==> config.mk <==
export PLATFORM = sky130hd
export DESIGN_NAME = itx_master_tx
export DESIGN_NICKNAME = d
export VERILOG_FILES = /design/src/hw/itx_pkg.sv /design/src/hw/itx_master_tx.sv
export VERILOG_INCLUDE_DIRS = /design/src /design/src/hw
export SDC_FILE = /design/constraint.sdc
export NUM_CORES = 1
export LEC_CHECK = 0
export BUFFER_PORTS_ARGS = -buffer_cell sky130_fd_sc_hd__buf_2
export CAP_MARGIN = 20
export CORE_MARGIN = 8
export CORE_UTILIZATION = 59
export DETAILED_ROUTE_END_ITERATION = 6
export PLACE_DENSITY = 0.81
export SYNTH_ARGS = -nofsm -noshare
export SYNTH_HDL_FRONTEND = slang
export SYNTH_SLANG_ARGS = --single-unit
==> constraint.sdc <==
create_clock -name CLOCK_I -period 2.95 [get_ports CLOCK_I]
set_input_delay 0.1475 -clock CLOCK_I [delete_from_list [all_inputs] [get_ports CLOCK_I]]
set_output_delay 0.1475 -clock CLOCK_I [all_outputs]
set_load 0.05 [all_outputs]
==> src/hw/itx_regs.svh <==
`ifndef ITX_REGS_SVH
`define ITX_REGS_SVH
`define ITX_OFF_CTRL_SET   12'h000
`define ITX_OFF_STATUS     12'h004
`define ITX_OFF_DATA       12'h008
`define ITX_OFF_SCL_HIGH   12'h010
`define ITX_OFF_SCL_LOW    12'h014
`define ITX_OFF_CTRL_CLR   12'h018
`define ITX_BIT_EN         6
`define ITX_BIT_STA        5
`define ITX_BIT_STO        4
`define ITX_BIT_SI         3
`define ITX_BIT_AA         2
`define ITX_CTRL_MASK      8'h7c
`define ITX_RST_CTRL       8'h00
`define ITX_RST_STATUS     8'hf8
`define ITX_RST_SCL        16'h0004
`define ITX_ST_START       8'h08
`define ITX_ST_RSTART      8'h10
`define ITX_ST_AW_ACK      8'h18
`define ITX_ST_AW_NACK     8'h20
`define ITX_ST_D_ACK       8'h28
`define ITX_ST_D_NACK      8'h30
`define ITX_ST_ARB         8'h38
`define ITX_ST_AR_ACK      8'h40
`define ITX_ST_AR_NACK     8'h48
`define ITX_ST_IDLE        8'hf8
`define ITX_FREE_NS        4700
`define ITX_CLK_MHZ        250
`define ITX_FREE_CYC       ((`ITX_FREE_NS * `ITX_CLK_MHZ + 999) / 1000)
`endif

==> src/hw/itx_pkg.sv <==
package itx_pkg;
    typedef enum logic [7:0] {
        ITX_IDLE  = 8'h01,
        ITX_START = 8'h02,
        ITX_BITLO = 8'h04,
        ITX_BITHI = 8'h08,
        ITX_HOLD  = 8'h10,
        ITX_STOP  = 8'h20,
        ITX_ARBW  = 8'h40,
        ITX_RSTRT = 8'h80
    } itx_state_t;
endpackage

==> src/hw/itx_master_tx.sv <==
// Overview of operation
// - Address phase sends seven address bits then direction bit, high read, low write
// - Acknowledge slot: low means acknowledge, high means not-acknowledge
// - While interrupt flag is set the transfer waits with SCL held low
// - Nothing happens on the bus unless the enable bit is one
// - With ack-enable clear the block never answers as a slave
// - Start bit set: wait for free bus, then send START
// - After START, set interrupt flag and report status 0x08
// - After address, report 0x18, 0x20 or 0x38; here a read address reports 0x40 or 0x48
// - After repeated START send loaded address; read bit selects receive operation
// - Flag cleared with start and stop clear sends byte and samples acknowledge
// - Flag cleared with only start set issues repeated START
// - Flag cleared with only stop set issues STOP and hardware clears stop bit
// - Flag cleared with start and stop set: STOP, then START, stop bit cleared
// - After data byte report 0x28 on acknowledge, 0x30 on not-acknowledge
// - Address not acknowledged reports 0x20 with same four responses
// - Arbitration loss reports 0x38; start bit set retries START when free
// - Status holds code in upper five bits, low three zero, stable while flagged
// - Set address sets ones, clear address clears ones, set address reads control
//
// Chosen here: the register offsets and the APB interface to the registers.
`timescale 1ns/10ps
`include "itx_regs.svh"
module itx_master_tx
    import itx_pkg::*;
(
    input  wire logic        CLOCK_I,
    input  wire logic        NRST_I,
    input  wire logic        PSEL_I,
    input  wire logic        PENABLE_I,
    input  wire logic        PWRITE_I,
    input  wire logic [11:0] PADDR_I,
    input  wire logic [31:0] PWDATA_I,
    output logic      [31:0] PRDATA_O,
    output logic             PREADY_O,
    output logic             PSLVERR_O,
    input  wire logic        SCL_I,
    output logic             SCL_O,
    output logic             SCL_OE_N_O,
    input  wire logic        SDA_I,
    output logic             SDA_O,
    output logic             SDA_OE_N_O,
    output logic             MASTER_RECEIVE_OP_O
);
    logic [7:0]  control_q;
    logic [7:0]  state_code_q;
    logic [7:0]  shift_q;
    logic [15:0] scl_high_q;
    logic [15:0] scl_low_q;
    logic [2:0]  scl_sync_q;
    logic [2:0]  sda_sync_q;
    logic        scl_s_q;
    logic        sda_s_q;
    logic        scl_drv_low_q;
    logic        sda_drv_low_q;
    logic        busy_q;
    logic [15:0] free_cnt_q;
    logic [15:0] tmr_q;
    logic [3:0]  bit_q;
    logic        arb_lost_q;
    logic        sda_lag_q;
    logic        addr_phase_q;
    logic        was_start_q;
    logic        mrx_q;
    logic        ack_q;
    itx_state_t  st_q;

    logic        wr_acc;
    logic        rd_acc;
    logic        si;
    logic        bus_free;
    logic        tmr_done;
    logic        si_set;
    logic [7:0]  si_code;

    function automatic logic hit(input logic [11:0] a, input logic [11:0] off);
        return a == off;
    endfunction

    assign wr_acc   = PSEL_I && PENABLE_I && PWRITE_I;
    assign rd_acc   = PSEL_I && !PENABLE_I && !PWRITE_I;
    assign si       = control_q[`ITX_BIT_SI];
    assign bus_free = !busy_q && free_cnt_q >= 16'(`ITX_FREE_CYC);
    assign tmr_done = tmr_q == 16'h0000;

    // Pin sampling; only the agreed second and third stages are used
    always_ff @(posedge CLOCK_I or negedge NRST_I) begin
        if (!NRST_I) begin
            scl_sync_q <= 3'h7;
            sda_sync_q <= 3'h7;
            scl_s_q    <= 1'b1;
            sda_s_q    <= 1'b1;
        end else begin
            scl_sync_q <= {scl_sync_q[1:0], SCL_I};
            sda_sync_q <= {sda_sync_q[1:0], SDA_I};
            if (scl_sync_q[1] == scl_sync_q[2]) begin
                scl_s_q <= scl_sync_q[2];
            end
            if (sda_sync_q[1] == sda_sync_q[2]) begin
                sda_s_q <= sda_sync_q[2];
            end
        end
    end

    // Bus monitor for START/STOP by anyone
    always_ff @(posedge CLOCK_I or negedge NRST_I) begin
        if (!NRST_I) begin
            busy_q     <= 1'b0;
            free_cnt_q <= 16'h0000;
        end else begin
            if (scl_s_q && sda_s_q && !busy_q && free_cnt_q != 16'hffff) begin
                free_cnt_q <= free_cnt_q + 16'h0001;
            end else if (!(scl_s_q && sda_s_q)) begin
                free_cnt_q <= 16'h0000;
            end
            if (scl_s_q && sda_sync_q[2] != sda_s_q && sda_sync_q[1] == sda_sync_q[2]) begin
                busy_q <= !sda_sync_q[2];
            end
        end
    end

    // Hardware events for the flag
    always_comb begin
        si_set  = 1'b0;
        si_code = `ITX_ST_IDLE;
        if (st_q == ITX_START && tmr_done && scl_s_q) begin
            si_set  = 1'b1;
            si_code = was_start_q ? `ITX_ST_RSTART : `ITX_ST_START;
        end else if (st_q == ITX_BITHI && tmr_done && bit_q == 4'h8) begin
            si_set = 1'b1;
            if (addr_phase_q && mrx_q) begin
                si_code = sda_s_q ? `ITX_ST_AR_NACK : `ITX_ST_AR_ACK;
            end else if (addr_phase_q) begin
                si_code = sda_s_q ? `ITX_ST_AW_NACK : `ITX_ST_AW_ACK;
            end else begin
                si_code = sda_s_q ? `ITX_ST_D_NACK : `ITX_ST_D_ACK;
            end
        end else if (st_q == ITX_ARBW && tmr_done) begin
            si_set  = 1'b1;
            si_code = `ITX_ST_ARB;
        end
    end

    // Control register: set/clear aliases, hardware flag and stop clear
    always_ff @(posedge CLOCK_I or negedge NRST_I) begin
        if (!NRST_I) begin
            control_q <= `ITX_RST_CTRL;
        end else begin
            if (wr_acc && hit(PADDR_I, `ITX_OFF_CTRL_SET)) begin
                control_q <= control_q | (PWDATA_I[7:0] & `ITX_CTRL_MASK);
            end else if (wr_acc && hit(PADDR_I, `ITX_OFF_CTRL_CLR)) begin
                control_q <= control_q & ~(PWDATA_I[7:0] & `ITX_CTRL_MASK);
            end
            if (st_q == ITX_STOP && tmr_done) begin
                control_q[`ITX_BIT_STO] <= 1'b0;
            end
            if (si_set) begin
                control_q[`ITX_BIT_SI] <= 1'b1; // Set wins over clear
            end
            if (!control_q[`ITX_BIT_EN]) begin
                control_q[`ITX_BIT_SI]  <= 1'b0;
                control_q[`ITX_BIT_STO] <= 1'b0;
            end
        end
    end

    // Status code latched on flag set, stable until cleared
    always_ff @(posedge CLOCK_I or negedge NRST_I) begin
        if (!NRST_I) begin
            state_code_q <= `ITX_RST_STATUS;
        end else if (si_set) begin
            state_code_q <= {si_code[7:3], 3'h0};
        end else if (!si && st_q == ITX_IDLE) begin
            state_code_q <= `ITX_ST_IDLE;
        end
    end

    // Other software registers
    always_ff @(posedge CLOCK_I or negedge NRST_I) begin
        if (!NRST_I) begin
            scl_high_q <= `ITX_RST_SCL;
            scl_low_q  <= `ITX_RST_SCL;
        end else if (wr_acc) begin
            if (hit(PADDR_I, `ITX_OFF_SCL_HIGH)) begin
                scl_high_q <= PWDATA_I[15:0];
            end
            if (hit(PADDR_I, `ITX_OFF_SCL_LOW)) begin
                scl_low_q <= PWDATA_I[15:0];
            end
        end
    end

    // APB read data and response; zero wait states
    always_ff @(posedge CLOCK_I or negedge NRST_I) begin
        if (!NRST_I) begin
            PRDATA_O  <= 32'h0000_0000;
            PREADY_O  <= 1'b0;
            PSLVERR_O <= 1'b0;
        end else begin
            PREADY_O  <= PSEL_I && !PENABLE_I;
            PSLVERR_O <= 1'b0;
            if (rd_acc) begin
                case (PADDR_I)
                    `ITX_OFF_CTRL_SET: PRDATA_O <= {24'h0, control_q};
                    `ITX_OFF_STATUS:   PRDATA_O <= {24'h0, state_code_q};
                    `ITX_OFF_DATA:     PRDATA_O <= {24'h0, shift_q};
                    `ITX_OFF_SCL_HIGH: PRDATA_O <= {16'h0, scl_high_q};
                    `ITX_OFF_SCL_LOW:  PRDATA_O <= {16'h0, scl_low_q};
                    default: begin
                        PRDATA_O  <= 32'h0000_0000;
                        PSLVERR_O <= !hit(PADDR_I, `ITX_OFF_CTRL_CLR);
                    end
                endcase
            end else if (PSEL_I && !PENABLE_I) begin
                PSLVERR_O <= !(hit(PADDR_I, `ITX_OFF_CTRL_SET) || hit(PADDR_I, `ITX_OFF_DATA)
                    || hit(PADDR_I, `ITX_OFF_SCL_HIGH) || hit(PADDR_I, `ITX_OFF_SCL_LOW)
                    || hit(PADDR_I, `ITX_OFF_CTRL_CLR) || hit(PADDR_I, `ITX_OFF_STATUS));
            end
        end
    end

    // Byte engine and bus sequencer
    always_ff @(posedge CLOCK_I or negedge NRST_I) begin
        if (!NRST_I) begin
            st_q              <= ITX_IDLE;
            shift_q           <= 8'h00;
            tmr_q             <= 16'h0000;
            bit_q             <= 4'h0;
            scl_drv_low_q     <= 1'b0;
            sda_drv_low_q     <= 1'b0;
            arb_lost_q        <= 1'b0;
            addr_phase_q      <= 1'b0;
            was_start_q       <= 1'b0;
            mrx_q             <= 1'b0;
            ack_q             <= 1'b0;
        end else begin
            if (wr_acc && hit(PADDR_I, `ITX_OFF_DATA) && si) begin
                shift_q <= PWDATA_I[7:0];
            end
            if (!tmr_done) begin
                tmr_q <= tmr_q - 16'h0001;
            end
            if (!control_q[`ITX_BIT_EN]) begin
                st_q          <= ITX_IDLE;
                scl_drv_low_q <= 1'b0;
                sda_drv_low_q <= 1'b0;
                was_start_q   <= 1'b0;
                mrx_q         <= 1'b0;
            end else begin
                case (st_q)
                    ITX_IDLE: begin
                        scl_drv_low_q <= 1'b0;
                        sda_drv_low_q <= 1'b0;
                        if (control_q[`ITX_BIT_STA] && !si && bus_free) begin
                            sda_drv_low_q <= 1'b1;
                            tmr_q         <= scl_high_q;
                            was_start_q   <= 1'b0;
                            st_q          <= ITX_START;
                        end
                    end
                    ITX_START: begin
                        if (tmr_done) begin
                            scl_drv_low_q <= 1'b1;
                            addr_phase_q  <= 1'b1;
                            st_q          <= ITX_HOLD;
                        end
                    end
                    ITX_HOLD: begin
                        scl_drv_low_q <= 1'b1;
                        if (!si && ack_q) begin
                            ack_q <= 1'b0;
                        end
                        if (si) begin
                            ack_q <= 1'b1;
                        end else if (ack_q) begin
                            tmr_q <= scl_low_q;
                            bit_q <= 4'h0;
                            if (control_q[`ITX_BIT_STO]) begin
                                sda_drv_low_q     <= 1'b1;
                                st_q              <= ITX_STOP;
                            end else if (control_q[`ITX_BIT_STA] && !addr_phase_q) begin
                                sda_drv_low_q <= 1'b0;
                                st_q          <= ITX_RSTRT;
                            end else begin
                                if (addr_phase_q) begin
                                    mrx_q <= shift_q[0];
                                end
                                sda_drv_low_q <= !shift_q[7];
                                st_q          <= ITX_BITLO;
                            end
                        end
                    end
                    ITX_BITLO: begin
                        if (tmr_done) begin
                            scl_drv_low_q <= 1'b0;
                            if (scl_s_q) begin
                                tmr_q <= scl_high_q;
                                st_q  <= ITX_BITHI;
                            end
                        end
                    end
                    ITX_BITHI: begin
                        if (bit_q < 4'h8 && sda_drv_low_q == 1'b0 && !sda_s_q == 1'b1) begin
                            arb_lost_q <= 1'b1;
                        end
                        if (tmr_done) begin
                            scl_drv_low_q <= 1'b1;
                            tmr_q         <= scl_low_q;
                            if (bit_q < 4'h8) begin
                                shift_q <= {shift_q[6:0], sda_s_q};
                            end
                            if (bit_q == 4'h8) begin
                                sda_drv_low_q <= 1'b0;
                                addr_phase_q  <= 1'b0;
                                st_q          <= ITX_HOLD;
                            end else if (arb_lost_q) begin
                                sda_drv_low_q <= 1'b0;
                                bit_q         <= bit_q + 4'h1;
                                st_q          <= ITX_ARBW;
                            end else begin
                                // Bit 8 releases SDA for the slave's acknowledge
                                sda_drv_low_q <= (bit_q == 4'h7) ? 1'b0 : !shift_q[6];
                                bit_q         <= bit_q + 4'h1;
                                st_q          <= ITX_BITLO;
                            end
                        end
                    end
                    ITX_ARBW: begin
                        // Bus released at once; flag raised after a low period
                        scl_drv_low_q <= 1'b0;
                        sda_drv_low_q <= 1'b0;
                        if (tmr_done) begin
                            arb_lost_q <= 1'b0;
                            mrx_q      <= 1'b0;
                            st_q       <= ITX_IDLE;
                        end
                    end
                    ITX_STOP: begin
                        scl_drv_low_q <= !(tmr_q < (scl_low_q >> 1));
                        if (tmr_done) begin
                            sda_drv_low_q <= 1'b0;
                            mrx_q         <= 1'b0;
                            st_q          <= ITX_IDLE;
                        end
                    end
                    ITX_RSTRT: begin
                        if (tmr_done) begin
                            scl_drv_low_q <= 1'b0;
                            if (scl_s_q) begin
                                sda_drv_low_q <= 1'b1;
                                tmr_q         <= scl_high_q;
                                was_start_q   <= 1'b1;
                                st_q          <= ITX_START;
                            end
                        end
                    end
                    default: begin
                        st_q <= ITX_IDLE;
                    end
                endcase
            end
        end
    end

    // Open-drain outputs; enable low while pulling low
    always_ff @(posedge CLOCK_I or negedge NRST_I) begin
        if (!NRST_I) begin
            SCL_O               <= 1'b1;
            SCL_OE_N_O          <= 1'b1;
            SDA_O               <= 1'b1;
            SDA_OE_N_O          <= 1'b1;
            sda_lag_q           <= 1'b0;
            MASTER_RECEIVE_OP_O <= 1'b0;
        end else begin
            SCL_O               <= 1'b0;
            SCL_OE_N_O          <= !scl_drv_low_q;
            SDA_O               <= 1'b0;
            // Data lags clock a cycle: no false START/STOP as SCL falls
            sda_lag_q           <= sda_drv_low_q;
            SDA_OE_N_O          <= !sda_lag_q;
            MASTER_RECEIVE_OP_O <= mrx_q;
        end
    end

    AST_HOLD_WHILE_FLAG: assert property (@(posedge CLOCK_I) disable iff (!NRST_I)
        (st_q == ITX_HOLD && si && control_q[`ITX_BIT_EN]) |=> st_q == ITX_HOLD)
        else $error("transfer moved while flag set");
    AST_START_CODE: assert property (@(posedge CLOCK_I) disable iff (!NRST_I)
        (si_set && st_q == ITX_START && !was_start_q) |=> state_code_q == 8'h08 && si)
        else $error("start code wrong");
    AST_DISABLED_IDLE: assert property (@(posedge CLOCK_I) disable iff (!NRST_I)
        !control_q[`ITX_BIT_EN] |=> st_q == ITX_IDLE)
        else $error("active while disabled");
    AST_STATUS_LOW_ZERO: assert property (@(posedge CLOCK_I) disable iff (!NRST_I)
        state_code_q[2:0] == 3'h0)
        else $error("status low bits nonzero");
    AST_STATUS_STABLE: assert property (@(posedge CLOCK_I) disable iff (!NRST_I)
        (si && $past(si) && !si_set) |-> $stable(state_code_q))
        else $error("status changed while flagged");
    AST_STOP_CLEARS: assert property (@(posedge CLOCK_I) disable iff (!NRST_I)
        (st_q == ITX_STOP && tmr_done && control_q[`ITX_BIT_EN]) |=> !control_q[`ITX_BIT_STO])
        else $error("stop bit not cleared");
    AST_SET_ALIAS: assert property (@(posedge CLOCK_I) disable iff (!NRST_I)
        (wr_acc && PADDR_I == `ITX_OFF_CTRL_SET && PWDATA_I[`ITX_BIT_EN]) |=> control_q[6])
        else $error("set alias failed");
    AST_DATA_CODE: assert property (@(posedge CLOCK_I) disable iff (!NRST_I)
        (si_set && !addr_phase_q && st_q == ITX_BITHI && !sda_s_q) |=> state_code_q == 8'h28)
        else $error("data ack code wrong");
endmodule

== Word-level counts from Yosys, hierarchy flattened ==
Cells that the tools add are included.

* Register bits after elaboration: 155
* Input port bits: 51
* Output and inout port bits: 39
* Logic and storage cells: 256

* Add/subtract/negate cells: 3
* Magnitude comparators: 3
* Eq/ne operators: 50
* Multiplexer cells: 94
* Bitwise gates (word level): 4
* Reductions and logical operators: 71

{| class="wikitable"
|+ Operators with widths
! operator !! count
|-
| two-way mux 8 bit || 26
|-
| two-way mux 16 bit || 10
|-
| one-hot mux 16 bit (5 select lines) || 1
|-
| one-hot mux 16 bit (4 select lines) || 1
|-
| one-hot mux 8 bit (7 select lines) || 1
|-
| equality test 12 x 5 -> 1 bit, second input constant || 3
|-
| two-way mux 1 bit || 36
|-
| != test 3 bit, second input constant || 12
|-
| logical AND 1 bit || 28
|-
| two-way mux 4 bit || 5
|-
| adder 16 x 1 -> 16 bit, second input constant || 1
|-
| >= comparator 16 x 11 -> 1 bit, second input constant || 1
|-
| logical NOT 16 bit || 1
|-
| less-than comparator 16 x 15 -> 1 bit || 1
|-
| != test 16 bit, second input constant || 1
|-
| subtractor 16 x 1 -> 16 bit, second input constant || 1
|-
| != test 3 x 2 -> 1 bit, second input constant || 5
|-
| logical NOT 1 bit || 14
|-
| two-way mux 7 bit || 2
|-
| AND reduction 7 bit || 2
|-
| equality test 12 x 3 -> 1 bit, second input constant || 1
|-
| equality test 12 x 4 -> 1 bit, second input constant || 1
|-
| logical NOT 12 bit || 1
|-
| two-way mux 6 bit || 2
|-
| other kinds (40) || 68
|}

== Logic depth before layout (Yosys ltp) ==
* Word-level depth: 9
* Mapped depth: 10
* Depth with buffers taken out: 8

== Least setup slack after synthesis ==
Ideal clock, no wire load.

* Path kind: register -> register
* From: register st_q[3]
* To: register tmr_q[11]
* Library setup time: 0.132 ns
* Arrival time: 2.511 ns
* Data required time: 2.818 ns
* Path slack: 0.307 ns
* Stages on the path, launching flop included: 9
* Path buffers: 2
* Clock period less this slack: 2.643 ns
* Cell sequence: dfrtp_1 > buf_6 > or4_4 > or4_4 > o22a_1 > buf_4 > nor4b_4 > a21oi_2 > o21bai_1

* Word-level cells in the longest chain between the ends: 4
* Elaborated cells between the ends (all ways): 8
* Those cells by class: eq/ne: 5; mux: 2; reduce/logical: 1

{| class="wikitable"
|+ Ends and longest elaborated chain
! what !! RTL line !! source
|-
| from (decl) || itx_master_tx.sv:66 || <nowiki>itx_state_t st_q;</nowiki>
|-
| from (signal assigned) || itx_master_tx.sv:225 || <nowiki>st_q <= ITX_IDLE;</nowiki>
|-
| from (signal assigned) || itx_master_tx.sv:244 || <nowiki>st_q <= ITX_IDLE;</nowiki>
|-
| from (signal assigned) || itx_master_tx.sv:258 || <nowiki>st_q <= ITX_START;</nowiki>
|-
| equality test 8 bit or equality test 8 x 3 -> 1 bit (tied branches) || itx_master_tx.sv:250 || <nowiki>case (st_q)</nowiki>
|-
| OR reduction 2 bit (no line) || - ||
|-
| one-hot mux 16 bit (4 select lines) (*) || itx_master_tx.sv:250 ||
|-
| two-way mux 16 bit (*) || itx_master_tx.sv:243 || <nowiki>if (!control_q[`ITX_BIT_EN]) begin</nowiki>
|-
| to (signal assigned) || itx_master_tx.sv:241 || <nowiki>tmr_q <= tmr_q - 16'h0001;</nowiki>
|-
| to (signal assigned) || itx_master_tx.sv:256 || <nowiki>tmr_q <= scl_high_q;</nowiki>
|-
| to (signal assigned) || itx_master_tx.sv:276 || <nowiki>tmr_q <= scl_low_q;</nowiki>
|-
| to (decl) || itx_master_tx.sv:58 || <nowiki>logic [15:0] tmr_q;</nowiki>
|}

Every way passes the cells marked *; elsewhere a longest branch is shown, timed or not.
A chain may end at the register's enable or synchronous reset.

== Worst setup path in the final report ==
* From: register st_q[5]
* To: register tmr_q[3]

The elaborated chain is that of the path after synthesis.

==> impl_metrics.xml <==
<?xml version="1.0" encoding="UTF-8"?>
<metrics>
  <group name="cts">
    <metric name="insertion_delay_to_the_later_sink_of_the_worst_skew_pair" unit="ns">0.43</metric>
    <metric name="clock_sinks" unit="">133</metric>
    <metric name="htreeDepth" unit="">4</metric>
    <metric name="cts.path.max_buffers" unit="">2</metric>
    <metric name="cts-root-buf" unit="">clkbuf_16</metric>
    <metric name="tritoncts_buffer_count" unit="">17</metric>
    <metric name="clock_tree_from_tritoncts" unit="">done</metric>
    <metric name="cts_clk_pin_slew_worst_paths" unit="ns">0.06</metric>
    <metric name="setup_fix_bufs_post_cts" unit="">0</metric>
  </group>
  <group name="routing">
    <metric name="dr.pass1.iters" unit="">6</metric>
    <metric name="detail_route.wl_per_cell" unit="um">19.5</metric>
    <metric name="post_dr_vias_cell" unit="">6.34</metric>
    <metric name="final_antenna_net_count" unit="">0</metric>
    <metric name="dr_total_vias" unit="">6856</metric>
    <metric name="drcViolationCount" unit="">0</metric>
    <metric name="detailedRoute.firstIterationViolations" unit="">891</metric>
    <metric name="drt-total-wl" unit="um">21100</metric>
  </group>
  <group name="sta">
    <metric name="layout_worst_path_cycle_share" unit="%">95.7</metric>
    <metric name="max-slew-margin-rel" unit="%">34.2</metric>
    <metric name="max_slew.worst_pin.slew" unit="ns">0.986</metric>
    <metric name="timing.final.setup_violations" unit="">0</metric>
    <metric name="max_freq" unit="GHz">0.354</metric>
    <metric name="unrepaired_setup_endpoints_after_global_routing" unit="">false</metric>
    <metric name="finalCriticalPeriod" unit="ns">2.82</metric>
    <metric name="max_slew_violation_count" unit="">0</metric>
    <metric name="tns" unit="ns">0</metric>
    <metric name="final_hold_viol_count" unit="">0</metric>
    <metric name="fin_skew" unit="ns">0.00855</metric>
    <metric name="final_worst_setup_slack" unit="ns">0.127</metric>
  </group>
  <group name="placement">
    <metric name="globalplace.congestion" unit="">0.940</metric>
    <metric name="place_hpwl" unit="um">14800</metric>
    <metric name="post_placement_cell_area" unit="mm2">0.00817</metric>
    <metric name="io_buffers" unit="">57</metric>
    <metric name="place_worst_setup_slack" unit="ns">0.165</metric>
    <metric name="post-place-cells" unit="">1037</metric>
  </group>
  <group name="synthesis">
    <metric name="synth-edff-count" unit="">0</metric>
    <metric name="yosysUniqueCellTypes" unit="">69</metric>
    <metric name="synthSimpleGateAreaFrac" unit="%">19.3</metric>
    <metric name="synth_adder_area_share" unit="%">3.26</metric>
    <metric name="synth_area_per_cell" unit="um2">9.35</metric>
    <metric name="yosysTopAreaCellShare" unit="%">37.5</metric>
    <metric name="syn_area" unit="mm2">0.00760</metric>
    <metric name="synth_cells" unit="">813</metric>
    <metric name="combinational_family_with_the_most_area_after_synthesis" unit="">simple AND/OR/NAND/NOR gates</metric>
    <metric name="yosysWarnings" unit="">0</metric>
    <metric name="async_reset_ff_share" unit="%">100</metric>
    <metric name="synth_seq_cells" unit="">133</metric>
    <metric name="synth_top_cell_by_area" unit="">dfrtp_1</metric>
    <metric name="synth_ff_type" unit="">dfrtp_1</metric>
    <metric name="netlist_top_cells_area" unit="">dfrtp_1 (38%), dfstp_2 (6.6%), mux2_2 (5.3%)</metric>
    <metric name="synth.mux.area_fraction" unit="%">7.70</metric>
    <metric name="synth.yosys.seq_area_share" unit="%">44.1</metric>
    <metric name="synth_compound_area_share" unit="%">17.8</metric>
    <metric name="yosys.area_share.xor_xnor" unit="%">2.30</metric>
  </group>
  <group name="layout">
    <metric name="final_cells" unit="">1082</metric>
    <metric name="n_fill_cell" unit="">963</metric>
    <metric name="final_nets" unit="">967</metric>
    <metric name="layout-area-overhead-vs-synth" unit="%">16.8</metric>
    <metric name="finish.instance_area" unit="mm2">0.00888</metric>
    <metric name="antennaDiodeCount" unit="">0</metric>
    <metric name="layout-drive-gt1-share" unit="%">21.6</metric>
  </group>
  <group name="critical_path">
    <metric name="crit_path_end" unit="">tmr_q[3]</metric>
    <metric name="crit_chain" unit="">or4b_2 &gt; or2_2 &gt; nor2_1 &gt; buf_4 &gt; a21oi_1 &gt; a21o_1 &gt; o21ai_0</metric>
    <metric name="r2r_slack" unit="ns">0.13</metric>
    <metric name="critPathSlowestCell" unit="">or4b_2</metric>
    <metric name="worst_r2r_endpoint" unit="">tmr_q[3]</metric>
    <metric name="worst-path-max-fanout" unit="">10</metric>
    <metric name="rr_startpoint" unit="">st_q[5]</metric>
    <metric name="reg2regPathDepth" unit="">7</metric>
    <metric name="worst_setup_path_start_kind" unit="">register</metric>
    <metric name="worst-endpoint-arrival" unit="ns">3.16</metric>
    <metric name="critPathLaunch" unit="">st_q[5]</metric>
    <metric name="end_kind" unit="">register</metric>
    <metric name="worst_ep_required_time" unit="ns">3.29</metric>
    <metric name="max_stage_delay" unit="ns">0.75</metric>
    <metric name="setup.worst_path.class" unit="">reg -&gt; reg</metric>
  </group>
  <group name="global_routing">
    <metric name="grt_max_degree" unit="">85</metric>
    <metric name="grt_first_pass_wirelength" unit="um">34100</metric>
    <metric name="gr-total-overflow" unit="">0</metric>
    <metric name="grt_antenna_before_repair" unit="">0</metric>
    <metric name="grt_pass1_vias" unit="">6782</metric>
    <metric name="total_routing_usage_reported_by_global_routing" unit="%">26.1</metric>
  </group>
  <group name="die">
    <metric name="die_area" unit="mm2">0.0168</metric>
    <metric name="io_pins" unit="">90</metric>
    <metric name="die_height" unit="um">130</metric>
    <metric name="die_x" unit="um">130</metric>
    <metric name="initial_core_util" unit="%">60.3</metric>
    <metric name="core.rowCount" unit="">41</metric>
    <metric name="core-area" unit="mm2">0.0126</metric>
  </group>
  <group name="job">
    <metric name="maxCapViolCount" unit="">0</metric>
  </group>
  <group name="pwr">
    <metric name="peak_ir_drop_on_the_vdd_network" unit="uV">568</metric>
    <metric name="cellLeakagePower" unit="nW">4.00</metric>
    <metric name="report.power.total" unit="mW">4.13</metric>
    <metric name="power.density_cell_area" unit="mW/mm2">465</metric>
  </group>
  <group name="hold_path">
    <metric name="hold_class" unit="">in -&gt; reg</metric>
  </group>
  <group name="outcome">
    <metric name="run_status" unit="">finished, final reports clean</metric>
  </group>
</metrics>
critical path: cells and delay by family (launching register included):
kind	cells	cell delay (ns)
flip-flops	1	0.44
buffers and inverters	1	0.27
AND/OR/NAND/NOR	3	1.71
AO/OA/AOI/OAI	3	0.30
where the power goes:
part	internal [mW]	switching, mW
clock	1.21	0.845
sequential	1.85	0.0217
combinational	0.0545	0.152
registers in the layout (all words and copies together), names as in the netlist, 2 cells and up, named ones only:
signal	flops
scl_low_q	16
tmr_q	16
PRDATA_O	16
state_code_q	5
scl_sync_q	3
shift_q	8
scl_high_q	16
st_q	8
bit_q	4
free_cnt_q	16
control_q	2
sda_sync_q	3
stage by stage:
stage                     hold slack, ns  util [%]
after CTS                         0.0136      70.3
after floorplan                   -0.148         -
after global placement             0.251      64.7
after global routing              0.0178      70.4
final                             0.0208      70.4
after detailed placement           0.255      64.7
logic make-up after synthesis:
group | after synthesis
other | 1
muxes | 54
DFF | 133
adders and majority gates | 20
and+or+nand+nor | 282
xor gates and xnor gates | 20
buffers and inverters | 89
AOI/OAI and AO/OA | 214
synthesized netlist by cell type, drive strengths merged, types with 4 or more instances:
cell / n
nand3: 22
nor3b: 4
o31ai: 5
buf: 27
and2: 6
a31oi: 9
a211oi: 10
nand4b: 4
and4: 4
nor2b: 8
a221oi: 4
o2bb2ai: 4
nor4b: 5
mux2: 36
o22ai: 8
or4: 9
a22oi: 26
xor2: 8
dfstp: 19
and3: 12
a21o: 9
or3: 4
nor4: 12
nand2: 70
clkbuf: 30
dfrtp: 114
a22o: 5
a21oi: 52
nand4: 10
o21ai: 60
nor3: 15
nor2: 75
inv: 31
mux2i: 18
ha: 19
nand2b: 7
xnor2: 12
timing repair:
| action | CTS | global route |
|---|---|---|
| hold buffers | 13 | 0 |
| endpoints found under the setup margin | 0 | 1 |
| hold endpoints to repair | 93 | 0 |
| gates resized for setup | 0 | 1 |
cell type report:
cell class / instances / area, um2 / area share, %
clock buffer: 19 / 453 / 5.10
inverter: 32 / 120 / 1.35
multi-input combinational: 607 / 3900 / 43.9
tap: 172 / 215 / 2.42
timing repair buffer: 106 / 717 / 8.07
clock inverter: 13 / 124 / 1.39
sequential: 133 / 3350 / 37.7
how the worst min path moves through the flow:
stage | start | end | cells past startpoint
6_report | PWDATA_I[5] | register | 2
5_1_grt | PWDATA_I[2] | register | 2
4_1_cts | PWDATA_I[2] | register | 2
3_5_place_dp | NRST_I | st_q[6] | 1
3_3_place_gp | NRST_I | st_q[6] | 1
2_1_floorplan | NRST_I | MASTER_RECEIVE_OP_O | 0
cell usage in the layout (no fill, tap or decap), types with 8 or more instances in the layout:
cell type      count
nor2_1            74
a31oi_1            9
conb_1            17
and3_1            12
o21ai_1            9
o21ai_0           51
mux2i_1           18
mux2_2            36
a22oi_1           26
nand4_1           10
xnor2_1           12
dlygate4sd3_1     13
ha_1              19
nor4_1            12
a21o_1             9
a211oi_1           8
inv_1             31
a21oi_1           51
xor2_1             8
dfstp_2           19
o22ai_1            8
nor3_1            15
buf_4             34
nor2b_1            8
buf_2             56
nand3_1           22
dfrtp_1          114
clkbuf_16         17
nand2_1           70
metal layers:
layer / up-vias / GRT usage, % / wire (um)
li1: 3093 / - / -
met1: 3297 / 32.7 / 8510
met2: 387 / 40.8 / 10000
met3: 79 / 6.98 / 1910
met4: 0 / 13.0 / 735
met5: - / 0 / 0
Note: power is estimated with default switching activity, not from simulation.
